File: src/rtl/tsr_pkg.sv
package tsr_pkg;
  // Serial frame: header byte {write, 4'h0, page}, address byte, data byte.
  localparam int FRAME_BITS = 24;
  localparam int PAGE_W = 3;
  localparam int WRITE_BIT = 23;
  localparam logic [4:0] HDR_LAST = 5'h0F;
  localparam logic [4:0] HDR_BITS = 5'h10;
  localparam logic [4:0] FRAME_LAST = 5'h17;
  localparam logic [3:0] HDR_PAD = 4'h0;
  localparam logic [7:0] DATA_PAD = 8'h00;

  // Register pages and offsets.
  localparam logic [2:0] PAGE_RESULT = 3'h2;
  localparam logic [2:0] PAGE_MODE = 3'h4;
  localparam logic [2:0] PAGE_ANALOG = 3'h6;
  localparam logic [7:0] ADDR_TEMP_HIGH = 8'h0A;
  localparam logic [7:0] ADDR_TEMP_LOW = 8'h0B;
  localparam logic [7:0] ADDR_TRIGGER = 8'h18;
  localparam logic [7:0] ADDR_MODE = 8'h12;
  localparam logic [7:0] ADDR_SET_A = 8'h13;
  localparam logic [7:0] ADDR_SET_B = 8'h15;
  localparam logic [7:0] ADDR_CAL = 8'h19;

  // Register values.
  localparam logic [7:0] REG_RESET = 8'h00;
  localparam logic [7:0] RD_UNMAPPED = 8'h00;
  localparam logic [7:0] MODE_GRAYSCALE = 8'hC0;
  localparam logic [7:0] TRIGGER_GO = 8'h01;
  localparam logic [7:0] MODE_ULTRA_FAST_SUM = 8'h10;
  localparam logic [7:0] MODE_BINNED_GRAY = 8'h20;

  // Temperature result.
  localparam int TEMP_W = 14;
  localparam logic [TEMP_W-1:0] TEMP_RESET = 14'h0000;
  localparam int SHIFT_UFS = 2;
  localparam int SHIFT_GBI = 1;
  localparam logic [2:0] ROWS_UFS = 3'h1;
  localparam logic [2:0] ROWS_GBI = 3'h2;
  localparam logic [2:0] ROWS_OTHER = 3'h4;
  localparam logic [1:0] HIGH_PAD = 2'h0;

  // Host arithmetic: calibration scale 1/4.7 as 10/47, filter gain 0.1 as 1/10.
  localparam logic [11:0] CAL_DIV_NUM = 12'h00A;
  localparam logic [11:0] CAL_DIV_DEN = 12'h02F;
  localparam logic [15:0] CAL_NORM_OFFSET = 16'h012B;
  localparam logic signed [15:0] FILT_DEN = 16'sh000A;
  localparam logic [7:0] SENS_FACTOR_X10 = 8'h19;

  // Serial clock timing at a 40 ns system clock.
  localparam int CLK_NS = 40;
  localparam int SPI_HALF_NS = 80;
  localparam int SPI_HALF_CYC = (SPI_HALF_NS + CLK_NS - 1) / CLK_NS;

  typedef enum logic [3:0] {
    STEP_RD_A = 4'h0,
    STEP_RD_B = 4'h1,
    STEP_RD_CAL = 4'h2,
    STEP_RD_MODE = 4'h3,
    STEP_WR_GRAY = 4'h4,
    STEP_TRIGGER = 4'h5,
    STEP_RD_HIGH = 4'h6,
    STEP_RD_LOW = 4'h7,
    STEP_WR_A = 4'h8,
    STEP_WR_B = 4'h9,
    STEP_WR_MODE = 4'hA
  } tsr_step_t;

  typedef enum logic [1:0] {
    SEQ_IDLE = 2'h0,
    SEQ_XFER = 2'h1,
    SEQ_ROWS = 2'h2
  } tsr_seq_t;
endpackage

File: src/rtl/tsr_spi_if.sv
`timescale 1ns/100ps
interface tsr_spi_if;
  logic sclk;
  logic cs_n;
  logic mosi;
  logic miso;
  modport device (input sclk, input cs_n, input mosi, output miso);
  modport host (output sclk, output cs_n, output mosi, input miso);
endinterface

File: src/rtl/tsr_host.sv
// Contract
// - Device clears temperature at each frame start.
// - Temperature scaled /4, /2 or full by mode.
// - Read result after mode's required row pairs.
// - Result sits at page 2, bytes 0x0A/0x0B.
// - Calibration restored from storage on every reset.
// - Temperature image taken at reduced sensitivity.
// - Save mode, write grayscale, then trigger image.
// - Afterwards restore analog settings and mode.
// - At start save settings, normalise calibration byte.
// - Read temperature high byte before low byte.
// - Smooth readings with gain 0.1, seeded first.
// - Stretch grayscale integration by 2.5 if needed.
// - Registers over serial port, MSB first.
`timescale 1ns/100ps
module tsr_host
  import tsr_pkg::*;
(
  // Clock and reset.
  input wire logic CLK,
  input wire logic RST,
  // Serial register port.
  tsr_spi_if.host SPI,
  // Sequence requests.
  input wire logic INIT_REQ,
  input wire logic TEMP_REQ,
  input wire logic ROW_READ,
  // Results.
  output logic BUSY,
  output logic TEMP_VALID,
  output logic [TEMP_W-1:0] TEMP_RAW,
  output logic [TEMP_W-1:0] TEMP_FILT,
  output logic [15:0] CAL_NORM,
  output logic [7:0] GRAY_INTEG_X10
);
  tsr_seq_t state;
  tsr_step_t step;
  logic go;
  logic done;
  logic [1:0] half_cnt;
  logic [4:0] bit_cnt;
  logic [FRAME_BITS-1:0] tx;
  logic [7:0] rx;
  logic sclk;
  logic cs_n;
  logic mosi;
  logic [2:0] rows;
  logic [7:0] save_a;
  logic [7:0] save_b;
  logic [7:0] save_mode;
  logic [7:0] temp_hi;
  logic seeded;
  logic step_wr;
  logic [2:0] step_page;
  logic [7:0] step_addr;
  logic [7:0] step_data;

  // Sequence table: one serial transfer per step.
  always_comb begin
    step_wr = 1'b0;
    step_page = PAGE_ANALOG;
    step_addr = ADDR_SET_A;
    step_data = DATA_PAD;
    case (step)
      STEP_RD_A: step_addr = ADDR_SET_A;
      STEP_RD_B: step_addr = ADDR_SET_B;
      STEP_RD_CAL: step_addr = ADDR_CAL;
      STEP_RD_MODE: begin
        step_page = PAGE_MODE;
        step_addr = ADDR_MODE;
      end
      STEP_WR_GRAY: begin
        step_wr = 1'b1;
        step_page = PAGE_MODE;
        step_addr = ADDR_MODE;
        step_data = MODE_GRAYSCALE;
      end
      STEP_TRIGGER: begin
        step_wr = 1'b1;
        step_page = PAGE_RESULT;
        step_addr = ADDR_TRIGGER;
        step_data = TRIGGER_GO;
      end
      STEP_RD_HIGH: begin
        step_page = PAGE_RESULT;
        step_addr = ADDR_TEMP_HIGH;
      end
      STEP_RD_LOW: begin
        step_page = PAGE_RESULT;
        step_addr = ADDR_TEMP_LOW;
      end
      STEP_WR_A: begin
        step_wr = 1'b1;
        step_data = save_a;
      end
      STEP_WR_B: begin
        step_wr = 1'b1;
        step_addr = ADDR_SET_B;
        step_data = save_b;
      end
      STEP_WR_MODE: begin
        step_wr = 1'b1;
        step_page = PAGE_MODE;
        step_addr = ADDR_MODE;
        step_data = save_mode;
      end
      default: step_wr = 1'b0;
    endcase
  end

  wire [FRAME_BITS-1:0] frame_word = {step_wr, HDR_PAD, step_page, step_addr, step_data};
  wire half_end = (half_cnt == 2'(SPI_HALF_CYC - 1));
  wire [11:0] cal_x10 = 12'({4'h0, rx} * CAL_DIV_NUM);
  wire [11:0] cal_q = cal_x10 / CAL_DIV_DEN;
  wire [TEMP_W-1:0] temp_now = {temp_hi[TEMP_W-9:0], rx};
  wire signed [15:0] filt_diff = $signed({2'h0, temp_now}) - $signed({2'h0, TEMP_FILT});
  wire signed [15:0] filt_step = filt_diff / FILT_DEN;
  wire [15:0] filt_next = 16'($signed({2'h0, TEMP_FILT}) + filt_step);
  wire last_step = (step == STEP_RD_CAL) || (step == STEP_WR_MODE);

  assign SPI.sclk = sclk;
  assign SPI.cs_n = cs_n;
  assign SPI.mosi = mosi;
  assign BUSY = (state != SEQ_IDLE);

  // Serial engine: mode 0, header and data sent MSB first.
  always_ff @(posedge CLK or posedge RST) begin
    if (RST) begin
      cs_n <= 1'b1;
      sclk <= 1'b0;
      mosi <= 1'b0;
      tx <= 24'h000000;
      rx <= 8'h00;
      half_cnt <= 2'h0;
      bit_cnt <= 5'h00;
      done <= 1'b0;
    end else begin
      done <= 1'b0;
      if (cs_n) begin
        if (go) begin
          cs_n <= 1'b0;
          tx <= frame_word;
          mosi <= frame_word[WRITE_BIT];
          half_cnt <= 2'h0;
          bit_cnt <= 5'h00;
        end
      end else if (!half_end) begin
        half_cnt <= half_cnt + 2'h1;
      end else begin
        half_cnt <= 2'h0;
        sclk <= ~sclk;
        if (!sclk) begin
          rx <= {rx[6:0], SPI.miso};
        end else if (bit_cnt == FRAME_LAST) begin
          cs_n <= 1'b1;
          done <= 1'b1;
        end else begin
          bit_cnt <= bit_cnt + 5'h01;
          tx <= {tx[FRAME_BITS-2:0], 1'b0};
          mosi <= tx[FRAME_BITS-2];
        end
      end
    end
  end

  // Step sequencer. The wait state holds off the result reads until row pairs are done.
  always_ff @(posedge CLK or posedge RST) begin
    if (RST) begin
      state <= SEQ_IDLE;
      step <= STEP_RD_A;
      go <= 1'b0;
      rows <= 3'h0;
    end else begin
      go <= 1'b0;
      case (state)
        SEQ_IDLE: begin
          if (INIT_REQ) begin
            step <= STEP_RD_A;
            state <= SEQ_XFER;
            go <= 1'b1;
          end else if (TEMP_REQ) begin
            step <= STEP_RD_MODE;
            state <= SEQ_XFER;
            go <= 1'b1;
          end
        end
        SEQ_XFER: begin
          if (done) begin
            if (last_step) begin
              state <= SEQ_IDLE;
            end else if (step == STEP_TRIGGER) begin
              rows <= 3'h0;
              state <= SEQ_ROWS;
            end else begin
              step <= tsr_step_t'(step + 4'h1);
              go <= 1'b1;
            end
          end
        end
        SEQ_ROWS: begin
          // Grayscale mode is selected here, so the full row-pair count applies.
          if (ROW_READ) begin
            if (rows == ROWS_OTHER - 3'h1) begin
              step <= STEP_RD_HIGH;
              state <= SEQ_XFER;
              go <= 1'b1;
            end else begin
              rows <= rows + 3'h1;
            end
          end
        end
        default: state <= SEQ_IDLE;
      endcase
    end
  end

  // Captured bytes and derived results.
  always_ff @(posedge CLK or posedge RST) begin
    if (RST) begin
      save_a <= REG_RESET;
      save_b <= REG_RESET;
      save_mode <= REG_RESET;
      temp_hi <= REG_RESET;
      CAL_NORM <= 16'h0000;
      TEMP_RAW <= TEMP_RESET;
      TEMP_FILT <= TEMP_RESET;
      TEMP_VALID <= 1'b0;
      seeded <= 1'b0;
      GRAY_INTEG_X10 <= 8'h00;
    end else begin
      TEMP_VALID <= 1'b0;
      if (done && (state == SEQ_XFER)) begin
        case (step)
          STEP_RD_A: save_a <= rx;
          STEP_RD_B: save_b <= rx;
          STEP_RD_CAL: CAL_NORM <= {4'h0, cal_q} - CAL_NORM_OFFSET;
          STEP_RD_MODE: save_mode <= rx;
          STEP_RD_HIGH: temp_hi <= rx;
          STEP_RD_LOW: begin
            TEMP_RAW <= temp_now;
            TEMP_VALID <= 1'b1;
            seeded <= 1'b1;
            // First reading seeds the filter; later ones move a tenth of the way.
            TEMP_FILT <= seeded ? filt_next[TEMP_W-1:0] : temp_now;
            GRAY_INTEG_X10 <= SENS_FACTOR_X10;
          end
          default: seeded <= seeded;
        endcase
      end
    end
  end
endmodule

File: src/flat_wrapper.sv
// flat-port wrapper written by rule: the top's interface ports become plain ports
module tsr_host_flat import tsr_pkg::*;
  (CLK, RST, INIT_REQ, TEMP_REQ, ROW_READ, BUSY, TEMP_VALID, TEMP_RAW, TEMP_FILT, CAL_NORM, GRAY_INTEG_X10, SPI_sclk, SPI_cs_n, SPI_mosi, SPI_miso);
  tsr_spi_if SPI_i ();
  input wire logic CLK;
  input wire logic RST;
  input wire logic INIT_REQ;
  input wire logic TEMP_REQ;
  input wire logic ROW_READ;
  output logic BUSY;
  output logic TEMP_VALID;
  output logic [TEMP_W-1:0] TEMP_RAW;
  output logic [TEMP_W-1:0] TEMP_FILT;
  output logic [15:0] CAL_NORM;
  output logic [7:0] GRAY_INTEG_X10;
  output wire logic [$bits(SPI_i.sclk)-1:0] SPI_sclk;
  output wire logic [$bits(SPI_i.cs_n)-1:0] SPI_cs_n;
  output wire logic [$bits(SPI_i.mosi)-1:0] SPI_mosi;
  input wire logic [$bits(SPI_i.miso)-1:0] SPI_miso;
  assign SPI_sclk = SPI_i.sclk;
  assign SPI_cs_n = SPI_i.cs_n;
  assign SPI_mosi = SPI_i.mosi;
  assign SPI_i.miso = SPI_miso;
  tsr_host u_core (.CLK(CLK), .RST(RST), .SPI(SPI_i), .INIT_REQ(INIT_REQ), .TEMP_REQ(TEMP_REQ), .ROW_READ(ROW_READ), .BUSY(BUSY), .TEMP_VALID(TEMP_VALID), .TEMP_RAW(TEMP_RAW), .TEMP_FILT(TEMP_FILT), .CAL_NORM(CAL_NORM), .GRAY_INTEG_X10(GRAY_INTEG_X10));
endmodule
File: config.mk
export PLATFORM = sky130hd
export DESIGN_NAME = tsr_host_flat
export DESIGN_NICKNAME = d
export VERILOG_FILES = /design/src/rtl/tsr_pkg.sv /design/src/rtl/tsr_spi_if.sv /design/src/rtl/tsr_host.sv /design/src/flat_wrapper.sv
export SDC_FILE = /design/constraint.sdc
export NUM_CORES = 1
export LEC_CHECK = 0
export BUFFER_PORTS_ARGS = -buffer_cell sky130_fd_sc_hd__buf_4
export CORE_MARGIN = 1
export CORE_UTILIZATION = 35
export DETAILED_ROUTE_END_ITERATION = 12
export GPL_TIMING_DRIVEN = 0
export PLACE_DENSITY_LB_ADDON = 0.05
export SETUP_SLACK_MARGIN = 0.05
export SLEW_MARGIN = 30
export SYNTH_ARGS = -nofsm -noshare
export SYNTH_HDL_FRONTEND = slang
export SYNTH_SLANG_ARGS = --single-unit
File: constraint.sdc
create_clock -name CLK -period 8.2 [get_ports CLK]
set_clock_uncertainty 0.1 [all_clocks]
set_input_delay 1.64 -clock CLK [delete_from_list [all_inputs] [get_ports CLK]]
set_output_delay 1.64 -clock CLK [all_outputs]
set_load 0.1 [all_outputs]
==> results.yml <==
floorplan:
  core-area_mm2: 0.0307
  die_area_mm2: 0.0319
  start_util_pct: 35.6
  io_pins: 63
  placementRows: 64
  chipHeight_um: 179
  die_w_um: 179
yosys:
  synth_compound_area_share_pct: 28.0
  synth-simple-area-share_pct: 21.3
  ys_warn_count: 0
  synth_edf_count: 0
  syn_inst: 1342
  yosysMostFrequentCell: "nand2_1"
  synthTopCellsByArea: "dfrtp_1 28%, nand2_1 6.4%, ha_1 6.1%"
  synth_fa_ha_area_share_pct: 6.80
  yosysSeqAreaShare_pct: 28.0
  yosys.area.top_type_share_pct: 27.7
  ys.flop_type: "dfrtp_1"
  synthesis.area_mm2: 0.0109
  synth_top_family_by_area: "compound AO/OA/AOI/OAI gates"
  synth_xor_area_share_pct: 5.29
  async_flop_share_pct: 100
  synthMuxAreaShare_pct: 5.44
  synth.distinct_cells: 105
  synth_common_cells: "185 x nand2_1, 121 x dfrtp_1, 100 x o21ai_0"
  avgSynthCellArea_um2: 8.14
  ys_ff_latch: 122
  synth_area_leader_cell: "dfrtp_1"
placed_design:
  dp_hpwl_mm: 25.7
  port_buffers: 57
  dp_slack_ns: -1.88
  placed_area_mm2: 0.0121
  dp.cells: 1800
  gp_congestion: 0.869
power:
  ir_drop_mv: 0.202
  p_leak_nw: 5.82
  powerDensity_mw_per_mm2: 235
  power_mw: 3.23
worst_setup_path:
  startpoint: "u_core.rx[6]"
  slowest_stage: "dfrtp_4"
  path_class: "flip-flop to flip-flop"
  critical_path.max_stage_delay_ns: 0.57
  critPathRequiredTime_ns: 8.43
  cp_max_fo: 10
  reg2reg_from: "u_core.rx[6]"
  cp-start-kind: "flip-flop"
  cp-end-kind: "flip-flop"
  arrival_ns: 9.15
routing:
  detail_route.wl_per_cell_um: 18.5
  via_count: 10754
  dr.pass1.iters: 5
  vias_per_cell: 5.70
  drc: 0
  ant_nets: 0
  drt-total-wl_mm: 34.9
  drt_iter0_markers: 848
layout:
  utilization_pct: 44.8
  fin_nets: 1542
  fin_area_mm2: 0.0138
  final_cells: 1888
  drive_gt1_share_pct: 25.7
  nFillCells: 3114
  insertedDiodeCount: 0
  syn_to_final_growth_pct: 25.9
sta:
  setup_viol: 6
  maxSlewViolCount: 0
  finalCritPeriodShare_pct: 109
  worst_slew_pin_slew_ns: 0.947
  clock.fmax_mhz: 112
  holdWs_ns: 0.375
  period_minus_slack_ns: 8.92
  rsz0062_at_grt: "true"
  hold_viol: 0
  fin_setup_tns_ns: -2.72
  slew_headroom_pct: 36.4
  layout_setup_ws_ns: -0.719
global_route:
  grt_pass1_wl_mm: 55.3
  grt_max_degree: 69
  gr-total-overflow: 0
  grt_use_total_pct: 22.0
  antenna_found_initial: 0
  first_global_vias: 9968
hold_path:
  hp-start: "u_core.TEMP_RAW[1]"
  hold_path.class: "flip-flop to flip-flop"
job:
  cap_violations: 0
clock_network:
  htree_num_levels: 4
  root_buffer: "clkbuf_16"
  worstSkewPairLatency_ns: 0.41
  cts_tree: "done"
  cts_sinks: 122
  cts_buffer_depth: 2
  cts_buffers: 17
  clk_pin_slew_ns: 0.06
  ctsHoldBuffers: 0
status:
  status: "finished, violations left"
  violations: "setup timing"
## metal layers
metal	GRT usage, %	share of wire (%)
met1	31.8	49
met2	34.8	46
met3	2.71	4.1
met4	4.66	1.2
met5	0	0
## cells in the final DEF, fill, tap and decap left out, types with 11 or more instances in the layout
master and count:
o21ai_1 20, a21oi_2 17, buf_4 129, and2_1 11, xnor2_1 37, a31oi_1 19
nand2_1 181, inv_1 43, a21oi_1 65, ha_1 49, nand4_1 18, nor4_1 12
clkbuf_1 43, nor2_1 84, mux2i_1 19, o211ai_1 11, clkbuf_16 17, mux2_2 35
nand2b_1 11, dfrtp_2 17, a21o_1 23, dfrtp_1 103, xnor2_2 11, nor3_1 25
o21bai_1 11, nand3_1 41, xor2_1 15, o21ai_0 84, a211oi_1 12
## timing repair
action | 4_1_cts | 5_1_grt
resized for setup | 76 | 61
buffers inserted | 39 | 22
pin swaps | 50 | 35
endpoints found under the setup margin | 16 | 16
## power by group
| group | internal [mW] | total, mW | switching [mW] |
|---|---|---|---|
| Clock | 0.499 | 0.766 | 0.268 |
| Combinational | 0.718 | 1.82 | 1.11 |
| Sequential | 0.622 | 0.644 | 0.0219 |
## cell families (layout without fill, tap and decap cells)
kind of cell             after synthesis  count (layout)
XOR/XNOR                              66              66
AND/OR/NAND/NOR                      482             482
AO/OA/AOI/OAI                        432             432
adder cells (fa/ha/maj)               58              58
other                                  1               5
multiplexers                          55              55
flip-flops                           122             122
buffers and inverters                126             272
## final timing paths
path,endpoint,slack [ns],depth (start not counted)
max,u_core.TEMP_FILT[12],-0.72,41
min,u_core.TEMP_RAW[1],0.38,2
max reg2reg,u_core.TEMP_FILT[12],-0.72,41
min reg2reg,u_core.TEMP_RAW[1],0.38,2
max in group asynchronous,u_core.rx[0],6.14,3
min in group asynchronous,u_core.tx[15],1.15,2
## critical path, delay by kind of cell, from the launching register on
family / cells / cell delay (ns)
AOI/OAI and AO/OA: 24 / 4.53
xor gates and xnor gates: 3 / 0.70
adders and majority gates: 3 / 0.86
buffers and inverters: 4 / 0.63
DFF: 1 / 0.57
muxes: 1 / 0.12
and+or+nand+nor: 6 / 1.31
## state kept, by name (all words and copies together) (netlist names), 3 cells and up
register / flops
u_core.rows: 3
u_core.rx: 8
u_core.TEMP_FILT: 14
u_core.TEMP_RAW: 14
u_core.temp_hi: 6
u_core.step: 4
u_core.save_a: 8
u_core.CAL_NORM: 10
u_core.tx: 23
u_core.save_mode: 8
u_core.save_b: 8
u_core.bit_cnt: 5
## area by class of cell
| cell class | count | area [um^2] | share of cell area (%) |
|---|---|---|---|
| clock inverter | 8 | 119 | 0.864 |
| sequential | 122 | 3080 | 22.4 |
| clock buffer | 23 | 478 | 3.47 |
| timing repair buffer | 117 | 917 | 6.67 |
| buffer | 75 | 392 | 2.85 |
| inverter | 49 | 194 | 1.41 |
| multi-input combinational | 1098 | 8080 | 58.7 |
| tap | 396 | 495 | 3.60 |
Note: power is estimated with default switching activity, not from simulation.
